<file path="src/design/tcu_pkg.sv">
// Purpose: Shared constants and types for the true-color pixel unpacker
// Assumes: APB register access, single pclk domain
// Notes:   Register offsets are byte addresses of aligned 32-bit words
package tcu_pkg;

  // Register byte offsets
  localparam logic [7:0] TCU_OFF_MUX     = 8'h00;
  localparam logic [7:0] TCU_OFF_GENCTL  = 8'h04;
  localparam logic [7:0] TCU_OFF_MASK    = 8'h08;
  localparam logic [7:0] TCU_OFF_SHDIV   = 8'h0C;
  localparam logic [7:0] TCU_OFF_STATUS  = 8'h10;

  // Reset values
  localparam logic [7:0] TCU_RST_MUX     = 8'h2D;
  localparam logic [7:0] TCU_RST_GENCTL  = 8'h03;
  localparam logic [7:0] TCU_RST_MASK    = 8'hFF;
  localparam logic [7:0] TCU_RST_SHDIV   = 8'h3F;

  // Mux-control codes on bits 5:0
  localparam logic [5:0] TCU_MUX_VGA     = 6'h2D;
  localparam logic [5:0] TCU_MUX_NIBBLE  = 6'h1F;
  localparam logic [5:0] TCU_MUX_6A      = 6'h08;
  localparam logic [5:0] TCU_MUX_6B      = 6'h09;
  localparam logic [5:0] TCU_MUX_6C      = 6'h0A;
  localparam logic [5:0] TCU_MUX_6D      = 6'h0B;
  localparam logic [5:0] TCU_MUX_6E      = 6'h0E;
  localparam logic [5:0] TCU_MUX_6F      = 6'h0D;

  // Field positions
  localparam int TCU_ENDIAN_BIT = 6;
  localparam int TCU_MODE_MSB   = 5;

  // Group counts per load
  localparam logic [2:0] TCU_GRP_ONE  = 3'h1;
  localparam logic [2:0] TCU_GRP_TWO  = 3'h2;
  localparam logic [2:0] TCU_GRP_FOUR = 3'h4;

  typedef enum logic [2:0] {
    TCU_M_VGA, TCU_M_NIB, TCU_M_15, TCU_M_16, TCU_M_6E, TCU_M_6F, TCU_M_OFF
  } tcu_mode_e;

  // One displayed pixel toward the converters
  typedef struct packed {
    logic [7:0] red;
    logic [7:0] green;
    logic [7:0] blue;
    logic [7:0] overlay;
    logic       vga_sel;
  } tcu_pix_s;

endpackage : tcu_pkg

</file>
<file path="src/design/tcu_pixel_map.sv">
// Purpose: Map one shifted pixel group into color and overlay fields
// Assumes: Combinational inputs from the unpacker's held load
// Notes:   Result registered so downstream sees a flop
`timescale 1ns/1ns
`default_nettype none
module tcu_pixel_map
  import tcu_pkg::*;
(
  input  wire logic        pclk,      // Pixel clock
  input  wire logic        presetn,   // Async reset, low
  input  wire tcu_mode_e   mode,      // Decoded mode
  input  wire logic [31:0] word,      // Data-ordered load
  input  wire logic [1:0]  grp,       // Current group index
  input  wire logic        nib_sel,   // Nibble select
  input  wire logic [7:0]  rd_mask,   // Read mask
  output tcu_pix_s         pix        // Registered pixel
);

  typedef struct packed {
    tcu_pix_s pix;
  } tcu_map_state_s;

  tcu_map_state_s st_reg;
  tcu_map_state_s st_next;
  logic [15:0]    half;
  logic [7:0]     byte_sel;

  // Field extraction per mode
  always_comb begin
    st_next = st_reg;
    half = grp[0] ? word[31:16] : word[15:0];
    byte_sel = word[8*grp +: 8];
    st_next.pix = '0;
    case (mode)
      TCU_M_VGA: st_next.pix.vga_sel = 1'b1;
      TCU_M_NIB: st_next.pix.overlay =
        {4'h0, nib_sel ? byte_sel[7:4] : byte_sel[3:0]} & rd_mask;
      TCU_M_15: begin
        st_next.pix.red   = {half[14:10], 3'h0};
        st_next.pix.green = {half[9:5], 3'h0};
        st_next.pix.blue  = {half[4:0], 3'h0};
      end
      TCU_M_16: begin
        st_next.pix.red   = {half[15:11], 3'h0};
        st_next.pix.green = {half[10:5], 2'h0};
        st_next.pix.blue  = {half[4:0], 3'h0};
      end
      TCU_M_6E: begin
        st_next.pix.overlay = word[31:24] & rd_mask;
        st_next.pix.red     = word[23:16];
        st_next.pix.green   = word[15:8];
        st_next.pix.blue    = word[7:0];
      end
      TCU_M_6F: begin
        st_next.pix.blue    = word[31:24];
        st_next.pix.green   = word[23:16];
        st_next.pix.red     = word[15:8];
        st_next.pix.overlay = word[7:0] & rd_mask;
      end
      default: st_next.pix = '0;
    endcase
  end

  // State register
  always_ff @(posedge pclk or negedge presetn) begin
    if (!presetn) begin
      st_reg <= '0;
    end else begin
      st_reg <= st_next;
    end
  end

  assign pix = st_reg.pix;

endmodule : tcu_pixel_map
`default_nettype wire

</file>
<file path="src/design/tcu_unpacker.sv">
// Purpose: True-color and nibble pixel unpacker with APB registers
// Assumes: Shift clock, nibble flag, pixel bus asynchronous to pclk
// Notes:   pclk serves as pixel clock; one group is shown per cycle
`timescale 1ns/1ns
`default_nettype none

// Operation
// - Mux code 0x2D selects VGA pass-through, pixel path unused.
// - Bits 5:0 decode submodes; 6c taken as 001010; bits 7:6 ignored.
// - 6a/6b one halfword, 6c/6d two halfwords low first, 6e/6f one word.
// - All groups latched on shift edge, shown one per pixel cycle.
// - One shift pulse per load; divide equals pixels per load.
// - 24-bit 6f: top byte blue, next green, third red; 6e byte-reversed; palette bypassed.
// - Lowest byte (6f) or top byte (6e) is overlay; zero byte or cleared mask disables it.
// - Nibble mode uses sixteen of thirty-two bus bits, four pixels.
// - Nibble flag picks upper or lower nibble of each byte.
// - 15-bit and 16-bit halfwords split into red, green, blue fields.
// - Control bit 6 chooses big endian, bit-reversing pixel inputs.
// - Read mask ANDs each address bit, zero mask gives location zero.
module tcu_unpacker
  import tcu_pkg::*;
(
  input  wire logic        pclk,         // Pixel and bus clock
  input  wire logic        presetn,      // Async reset, low
  input  wire logic [31:0] paddr,        // APB address
  input  wire logic        psel,         // APB select
  input  wire logic        penable,      // APB enable
  input  wire logic        pwrite,       // APB direction
  input  wire logic [31:0] pwdata,       // APB write data
  output logic [31:0]      prdata,       // APB read data
  output logic             pready,       // APB ready
  output logic             pslverr,      // APB error
  input  wire logic [31:0] pixel_bus,    // Frame-buffer pixel inputs
  input  wire logic        shift_clk,    // Shift clock from load side
  input  wire logic        nibble_select_flag, // Nibble choice
  output logic             shift_req,    // One pulse per bus load
  output logic [7:0]       pal_addr,     // Masked palette address
  output tcu_pix_s         pix_out,      // Pixel to converters
  output logic             pix_valid     // Group shown this cycle
);

  typedef struct packed {
    logic [7:0]  mux_reg;
    logic [7:0]  general_control_reg;
    logic [7:0]  mask_reg;
    logic [7:0]  shdiv_reg;
    logic [31:0] prdata;
    logic        pready;
    logic        pslverr;
    logic [1:0]  sclk_sync;
    logic        sclk_prev;
    logic [1:0]  nib_sync;
    logic [1:0][31:0] pix_sync;
    logic [31:0] load;
    logic [2:0]  grp_cnt;
    logic [2:0]  grp_idx;
    logic        busy;
    logic [7:0]  div_cnt;
    logic        shift_req;
    logic [7:0]  pal_addr;
    logic        pix_valid;
    logic [7:0]  page_reg;
  } tcu_state_s;

  tcu_state_s  st_reg;
  tcu_state_s  st_next;
  tcu_mode_e   mode;
  logic [31:0] ordered;
  logic [2:0]  groups;
  logic        sclk_rise;
  logic        wr_en;
  logic        rd_en;
  logic [7:0]  addr8;
  logic [7:0]  pal_raw;
  tcu_pix_s    map_pix;

  ////////////////////////////////////////////////////////////////////////
  // Mode decode
  always_comb begin
    case (st_reg.mux_reg[TCU_MODE_MSB:0])
      TCU_MUX_VGA:    mode = TCU_M_VGA;
      TCU_MUX_NIBBLE: mode = TCU_M_NIB;
      TCU_MUX_6A:     mode = TCU_M_15;
      TCU_MUX_6C:     mode = TCU_M_15;
      TCU_MUX_6B:     mode = TCU_M_16;
      TCU_MUX_6D:     mode = TCU_M_16;
      TCU_MUX_6E:     mode = TCU_M_6E;
      TCU_MUX_6F:     mode = TCU_M_6F;
      default:        mode = TCU_M_OFF;
    endcase
  end

  // Groups per load
  always_comb begin
    case (st_reg.mux_reg[TCU_MODE_MSB:0])
      TCU_MUX_6C:     groups = TCU_GRP_TWO;
      TCU_MUX_6D:     groups = TCU_GRP_TWO;
      TCU_MUX_NIBBLE: groups = TCU_GRP_FOUR;
      default:        groups = TCU_GRP_ONE;
    endcase
  end

  // Endian ordering of pixel inputs
  generate
    for (genvar i = 0; i < 32; i++) begin : g_endian
      assign ordered[i] =
        st_reg.general_control_reg[TCU_ENDIAN_BIT] ? st_reg.pix_sync[1][31-i]
                                                   : st_reg.pix_sync[1][i];
    end
  endgenerate

  assign sclk_rise = st_reg.sclk_sync[1] & ~st_reg.sclk_prev;
  assign addr8     = paddr[7:0];
  assign wr_en     = psel & penable & pwrite & st_reg.pready;
  assign rd_en     = psel & ~penable & ~pwrite;
  assign pal_raw   = (st_reg.page_reg | map_pix.overlay) & st_reg.mask_reg;

  ////////////////////////////////////////////////////////////////////////
  // Next-state logic
  always_comb begin
    st_next = st_reg;
    st_next.sclk_sync = {st_reg.sclk_sync[0], shift_clk};
    st_next.sclk_prev = st_reg.sclk_sync[1];
    st_next.nib_sync  = {st_reg.nib_sync[0], nibble_select_flag};
    st_next.pix_sync  = {st_reg.pix_sync[0], pixel_bus}; // Same age as strobe
    st_next.shift_req = 1'b0;
    st_next.pix_valid = 1'b0;
    st_next.pal_addr  = pal_raw;

    // APB: ready in access phase, one wait-free cycle
    st_next.pready  = psel & ~penable;
    st_next.pslverr = 1'b0;
    if (rd_en) begin
      case (addr8)
        TCU_OFF_MUX:    st_next.prdata = {24'h0, st_reg.mux_reg};
        TCU_OFF_GENCTL: st_next.prdata = {24'h0, st_reg.general_control_reg};
        TCU_OFF_MASK:   st_next.prdata = {24'h0, st_reg.mask_reg};
        TCU_OFF_SHDIV:  st_next.prdata = {24'h0, st_reg.shdiv_reg};
        TCU_OFF_STATUS: st_next.prdata =
          {24'h0, st_reg.busy, st_reg.grp_idx, 1'b0, st_reg.grp_cnt};
        default: begin
          st_next.prdata  = 32'h0;
          st_next.pslverr = 1'b1;
        end
      endcase
    end else if (psel & ~penable) begin
      st_next.pslverr = ~(addr8 == TCU_OFF_MUX || addr8 == TCU_OFF_GENCTL ||
                          addr8 == TCU_OFF_MASK || addr8 == TCU_OFF_SHDIV);
    end
    if (wr_en) begin
      case (addr8)
        TCU_OFF_MUX: begin
          st_next.mux_reg = pwdata[7:0];
          // Selecting VGA acts as software reset
          if (pwdata[TCU_MODE_MSB:0] == TCU_MUX_VGA) begin
            st_next.general_control_reg = TCU_RST_GENCTL;
            st_next.mask_reg  = TCU_RST_MASK;
            st_next.shdiv_reg = TCU_RST_SHDIV;
            st_next.busy      = 1'b0;
            st_next.div_cnt   = '0;
          end
        end
        TCU_OFF_GENCTL: st_next.general_control_reg = pwdata[7:0];
        TCU_OFF_MASK:   st_next.mask_reg = pwdata[7:0];
        TCU_OFF_SHDIV:  st_next.shdiv_reg = pwdata[7:0];
        default: st_next.mux_reg = st_reg.mux_reg;
      endcase
    end

    if (mode != TCU_M_VGA && mode != TCU_M_OFF) begin
      if (st_reg.div_cnt + 8'h01 >= st_reg.shdiv_reg) begin
        st_next.div_cnt   = '0;
        st_next.shift_req = 1'b1;
      end else begin
        st_next.div_cnt = st_reg.div_cnt + 8'h01;
      end
    end

    if (sclk_rise && mode != TCU_M_VGA) begin
      st_next.load    = ordered;
      st_next.grp_cnt = groups;
      st_next.grp_idx = '0;
      st_next.busy    = 1'b1;
    end else if (st_reg.busy) begin
      st_next.pix_valid = 1'b1;
      if (st_reg.grp_idx + 3'h1 >= st_reg.grp_cnt) begin
        st_next.busy = 1'b0;
      end else begin
        st_next.grp_idx = st_reg.grp_idx + 3'h1;
      end
    end
  end

  ////////////////////////////////////////////////////////////////////////
  // State register
  always_ff @(posedge pclk or negedge presetn) begin
    if (!presetn) begin
      st_reg <= '0;
      st_reg.mux_reg <= TCU_RST_MUX;
      st_reg.general_control_reg <= TCU_RST_GENCTL;
      st_reg.mask_reg <= TCU_RST_MASK;
      st_reg.shdiv_reg <= TCU_RST_SHDIV;
    end else begin
      st_reg <= st_next;
    end
  end

  ////////////////////////////////////////////////////////////////////////
  // Field mapping of the current group
  tcu_pixel_map u_map (
    .pclk    (pclk),
    .presetn (presetn),
    .mode    (mode),
    .word    (st_reg.load),
    .grp     (st_reg.grp_idx[1:0]),
    .nib_sel (st_reg.nib_sync[1]),
    .rd_mask (st_reg.mask_reg),
    .pix     (map_pix)
  );

  // Outputs from flops
  assign prdata    = st_reg.prdata;
  assign pready    = st_reg.pready;
  assign pslverr   = st_reg.pslverr;
  assign shift_req = st_reg.shift_req;
  assign pal_addr  = st_reg.pal_addr;
  assign pix_out   = map_pix;
  assign pix_valid = st_reg.pix_valid;

  ////////////////////////////////////////////////////////////////////////
  // Checks
  property p_vga_mode;
    @(posedge pclk) disable iff (!presetn)
      (mode == TCU_M_VGA) |=> pix_out.vga_sel && !shift_req &&
        $stable(st_reg.load);
  endproperty
  a_vga_mode: assert property (p_vga_mode)
    else $error("vga decode wrong");

  property p_decode;
    @(posedge pclk) disable iff (!presetn)
      (st_reg.mux_reg[5:0] == 6'h0E) |-> (mode == TCU_M_6E);
  endproperty
  a_decode: assert property (p_decode)
    else $error("6e decode wrong");

  property p_two_groups;
    @(posedge pclk) disable iff (!presetn)
      (sclk_rise && st_reg.mux_reg[5:0] == 6'h0B) |=> (st_reg.grp_cnt == 3'h2);
  endproperty
  a_two_groups: assert property (p_two_groups)
    else $error("6d group count wrong");

  property p_shift_out;
    @(posedge pclk) disable iff (!presetn)
      (sclk_rise && mode != TCU_M_VGA) |=> st_reg.busy && st_reg.grp_idx == 0;
  endproperty
  a_shift_out: assert property (p_shift_out)
    else $error("load not started at group zero");

  property p_divide;
    @(posedge pclk) disable iff (!presetn)
      shift_req |-> st_reg.div_cnt == 8'h00;
  endproperty
  a_divide: assert property (p_divide)
    else $error("shift pulse off divide");

  property p_endian;
    @(posedge pclk) disable iff (!presetn)
      st_reg.general_control_reg[TCU_ENDIAN_BIT] |->
        ordered[0] == st_reg.pix_sync[1][31];
  endproperty
  a_endian: assert property (p_endian)
    else $error("endian order wrong");

  property p_mask;
    @(posedge pclk) disable iff (!presetn)
      (st_reg.mask_reg == 8'h00) |=> (pal_addr == 8'h00);
  endproperty
  a_mask: assert property (p_mask)
    else $error("zero mask not location zero");

  property p_valid_count;
    @(posedge pclk) disable iff (!presetn)
      (sclk_rise && mode == TCU_M_NIB) ##1 (!sclk_rise)[*4] |->
        $past(pix_valid, 1) && $past(pix_valid, 2);
  endproperty
  a_valid_count: assert property (p_valid_count)
    else $error("nibble groups not shown");

  property p_nib_low;
    @(posedge pclk) disable iff (!presetn)
      (mode == TCU_M_NIB && st_reg.busy && !sclk_rise &&
       st_reg.grp_idx == 3'h0 && !st_reg.nib_sync[1] &&
       st_reg.mask_reg == TCU_RST_MASK) |=>
        pix_out.overlay == {4'h0, st_reg.load[3:0]};
  endproperty
  a_nib_low: assert property (p_nib_low)
    else $error("nibble low pick wrong");

  property p_nib_high;
    @(posedge pclk) disable iff (!presetn)
      (mode == TCU_M_NIB && st_reg.busy && !sclk_rise &&
       st_reg.grp_idx == 3'h0 && st_reg.nib_sync[1] &&
       st_reg.mask_reg == TCU_RST_MASK) |=>
        pix_out.overlay == {4'h0, st_reg.load[7:4]};
  endproperty
  a_nib_high: assert property (p_nib_high)
    else $error("nibble high pick wrong");

  property p_half_order;
    @(posedge pclk) disable iff (!presetn)
      (mode == TCU_M_16 && st_reg.busy && !sclk_rise &&
       st_reg.grp_idx == 3'h1) |=> pix_out.blue[7:3] == st_reg.load[20:16];
  endproperty
  a_half_order: assert property (p_half_order)
    else $error("second halfword wrong");

  property p_true_bytes;
    @(posedge pclk) disable iff (!presetn)
      (mode == TCU_M_6F && st_reg.busy && !sclk_rise) |=>
        pix_out.blue == st_reg.load[31:24] &&
        pix_out.red == st_reg.load[15:8];
  endproperty
  a_true_bytes: assert property (p_true_bytes)
    else $error("true color bytes misrouted");

  property p_mask_overlay;
    @(posedge pclk) disable iff (!presetn)
      (st_reg.mask_reg == 8'h00) |=> (pix_out.overlay == 8'h00);
  endproperty
  a_mask_overlay: assert property (p_mask_overlay)
    else $error("overlay not cleared by mask");

  property p_valid_busy;
    @(posedge pclk) disable iff (!presetn)
      pix_valid |-> $past(st_reg.busy);
  endproperty
  a_valid_busy: assert property (p_valid_busy)
    else $error("group shown without load");

endmodule : tcu_unpacker
`default_nettype wire

</file>
<file path="config.mk">
export PLATFORM = sky130hd
export DESIGN_NAME = tcu_unpacker
export DESIGN_NICKNAME = d
export VERILOG_FILES = /design/src/design/tcu_pkg.sv /design/src/design/tcu_pixel_map.sv /design/src/design/tcu_unpacker.sv
export SDC_FILE = /design/constraint.sdc
export NUM_CORES = 1
export LEC_CHECK = 0
export BUFFER_PORTS_ARGS = -buffer_cell sky130_fd_sc_hd__buf_4
export CAP_MARGIN = 15
export CORE_UTILIZATION = 25
export DETAILED_ROUTE_END_ITERATION = 7
export PLACE_DENSITY = 0.42
export SYNTH_ARGS = -nofsm -noshare
export SYNTH_HDL_FRONTEND = slang
export SYNTH_SLANG_ARGS = --single-unit
</file>
<file path="constraint.sdc">
create_clock -name pclk -period 2.35 [get_ports pclk]
set_input_delay 0.235 -clock pclk [delete_from_list [all_inputs] [get_ports pclk]]
set_output_delay 0.235 -clock pclk [all_outputs]
set_load 0.02 [all_outputs]
</file>
==> summary.txt <==
Outcome
  – Status: completed

Hold path
  – Depth of the worst hold-timing path: 2
  – Hold Path Class: in -> reg
  – Min-delay src: pwrite

Power
  – Highest ir drop seen on vdd: 0.445 mV
  – Pwr/cell area: between 700 and 800 nW/um2
  – Overall power: between 8 and 9 mW
  – P_leak: about 5.2 nW

Critical path
  – Crit path to: st_reg[20]$_DFFE_PN0P_
  – Kind of critical path: reg -> reg
  – WP data required: roughly 2.8 ns
  – Worst path slowest cell: dfrtp_1
  – Crit. End Element: register
  – Delay of the slowest cell on the worst path: 0.41 ns
  – Reg-to-reg startpoint: st_reg[18]$_DFFE_PN0P_
  – Flop-to-flop setup slack: ~0.015 ns
  – CP cell instances: ha_2 -> nand3_2 -> nor2_2 -> xor2_1 -> ha_1 -> buf_6 -> o2111ai_4 -> o21ai_4 -> nor2_4 -> a221o_1
  – Worst Path Max Fanout: 7
  – Crit start category: register
  – CP Data Arrival Time: between 2 and 3 ns
  – Critical Path Start: st_reg[18]$_DFFE_PN0P_
  – FF-to-FF End: st_reg[20]$_DFFE_PN0P_
  – FF-to-FF path depth: 10

Routing
  – Vias: 6,042
  – Remaining routing DRC violations: 0
  – Vias per cell: approximately 4.4
  – Initial DRC count: 286
  – Overall routed net length: between 20,000 and 25,000 um
  – Drt wl/cell: roughly 17 um
  – Final ANT Viol Nets: 0
  – DR pass1 iterations: 4

Yosys
  – Top cell type by total area after synthesis: dfrtp_1
  – Asr flop ratio synth: 100%
  – Register area share after synthesis: about 56%
  – Post-Synthesis Cells: ~700
  – Adder-cell share of the synthesized area: ~2.1%
  – Mapped cell area: around 9000 um2
  – Post-Synth XOR/XNOR Area: less than 1%
  – Seq cells post-synth: 201
  – Syn avg cell area: roughly 13 um2
  – Largest cells by area after synthesis: dfrtp_1 50%, mux2_2 8.0%, dfstp_2 5.8%
  – Share of the synthesized area in the top cell type: between 50% and 60%
  – Cell variety after synth: 63
  – Multiplexer share of the synthesized area: 16.0%
  – Simple logic cell fraction of the synthesized area: under 10%
  – Synth Area in Compound Gates: 10.0%
  – Ys flop type: dfrtp_1
  – Largest family of logic cells by synthesized area: multiplexers
  – Yosys warning count: 0
  – Post-synth EDFFs: 0

Cells and area
  – Max FFs per register: between 100 and 150
  – P&R area growth vs syn: 33.8%
  – Final Net Count: 1,019
  – Fin util: roughly a third
  – Ratio of cells with drive above 1 in the final layout: 37.3%
  – N_diodes: 0

Clock tree
  – CTS tree: yes
  – Num CTS Buffers: 25
  – Clock-pin slew on the worst setup and hold paths: roughly 0.050 ns
  – Clk_lat worst skew: between 0.5 and 0.6 ns
  – Max clock buf depth: 3
  – Num Clock Sinks: approximately 200
  – Root buffer cell: clkbuf_16
  – H-Tree Depth: 1

Place
  – Gp weighted congestion: slightly below 0.8
  – HPWL after DPL: approximately 16,000 um
  – PortBufs: between 100 and 150
  – Setup WS pre-CTS: -0.104 ns

Timing
  – Post-route setup slack: 0.0150 ns
  – Fin crit period: 2.33 ns
  – Final Hold Vio Count: 0
  – Final setup vio count: 0
  – Max-slew headroom: a little over half
  – Worst-Margin Slew: ~0.71 ns
  – Tcrit/Tclk final: ~99%
  – Slew Viols, Final: 0
  – Worst Skew: 0.0192 ns
  – Fmax achieved: between 400 and 500 MHz
  – RSZ-0062 raised after global routing: true

Die
  – IO Pins: 180
  – Site Rows: 69
  – Die area: roughly 37,000 um2
  – Die width: around 190 um
  – Chip height: between 150 and 200 um
  – Core area: 35,600 um2
  – Initial Util: between 20 and 30%

Global routing
  – Initial antenna violation count: 0
  – GRT overflow: 0
  – Largest net degree at the start of global routing: just under 60
  – Gr usage total: between 10% and 20%
  – First-pass GRT wire length: 36,400 um
  – Vias in the first global route: slightly above 6,000

Job
  – MaxCap Viol Count: 0
-- where the power goes --
group          switching (mW)  internal (mW)  leakage (nW)
Combinational           0.313          0.367          2.35
Clock                    1.51           2.46         0.423
Sequential              0.204           3.63          2.46
-- worst min-delay path by stage --
stage                       endpoint
2_1_floorplan  pal_addr[0]$_DFF_PN0_
3_3_place_gp   prdata[2]$_DFFE_PN0P_
3_5_place_dp   prdata[2]$_DFFE_PN0P_
4_1_cts             pready$_DFF_PN0_
5_1_grt             pready$_DFF_PN0_
6_report           pslverr$_DFF_PN0_
-- layer usage --
metal  routed length [um]  track usage (%)
met5                    0                0
met4                  328             2.85
met3                 1150             2.01
met2                10500             19.5
met1                11800             19.0
-- synth_stat cells (all sizes together) (14+ instances only) --
| library cell | n |
|---|---|
| a221o | 18 |
| nor2 | 48 |
| clkbuf | 18 |
| nand2 | 36 |
| a21oi | 22 |
| o22ai | 14 |
| mux2i | 26 |
| nor2b | 17 |
| dfrtp | 181 |
| buf | 59 |
| mux4 | 18 |
| ha | 15 |
| dfstp | 20 |
| mux2 | 69 |
| inv | 28 |
-- worst max-delay path, delay by kind of cell (launching register included) --
kind	cells	cell delay [ns]
XOR/XNOR	1	0.17
AND/OR/NAND/NOR	3	0.24
AO/OA/AOI/OAI	3	0.74
flip-flops	1	0.41
buffers and inverters	1	0.11
adder cells (fa/ha/maj)	2	0.55
-- stage by stage --
step           cells  area [um2]  TNS, ns  hold WS [ns]
6_report        1380       12100        0        0.0313
5_1_grt         1380       12100   -0.839        0.0241
4_1_cts         1373       11900        0        0.0120
3_5_place_dp    1280       10500   -0.449         0.264
3_3_place_gp    1280       10500   -0.505         0.263
2_1_floorplan    740        9150        0       -0.0606
-- repair_timing --
action / in CTS / in global routing
pin swaps: 14 / 19
hold endpoints to repair: 95 / 0
endpoints found under the setup margin: 8 / 66
gates resized for setup: 7 / 20
hold buffers: 44 / 0
cloned: 0 / 3
setup buffers: 5 / 4
-- cell usage in the layout (no fill, tap or decap), types with 8 or more instances in the layout --
master and count:
clkbuf_16 27, inv_1 26, dfrtp_1 181, mux4_2 18, ha_1 11, conb_1 24, nand2_1 35, a21oi_1 19
a221o_1 18, mux2_2 63, a31oi_1 8, nor2_1 45, o22ai_1 14, dlygate4sd3_1 44, mux2i_1 26, dfstp_2 20
nor3_1 8, a22oi_1 10, buf_4 155, o21ai_0 11, nor2b_1 17, and2_1 10
-- area by class of cell --
type	instances	area [um2]
fill	3579	23500
sequential	201	5050
multi-input combinational	434	3650
timing repair buffer	211	1820
clock buffer	35	713
tap	461	577
clock inverter	10	154
inverter	28	105
-- cell families (layout without fill, tap and decap cells) --
group                      after synthesis  count (layout)
other                                    1              24
adders and majority gates               15              15
muxes                                  113             113
buffers and inverters                  105             284
AOI/OAI and AO/OA                      123             123
DFF                                    201             201
and+or+nand+nor                        150             150
xor gates and xnor gates                 9               9
(Power assumes the default switching activity.)
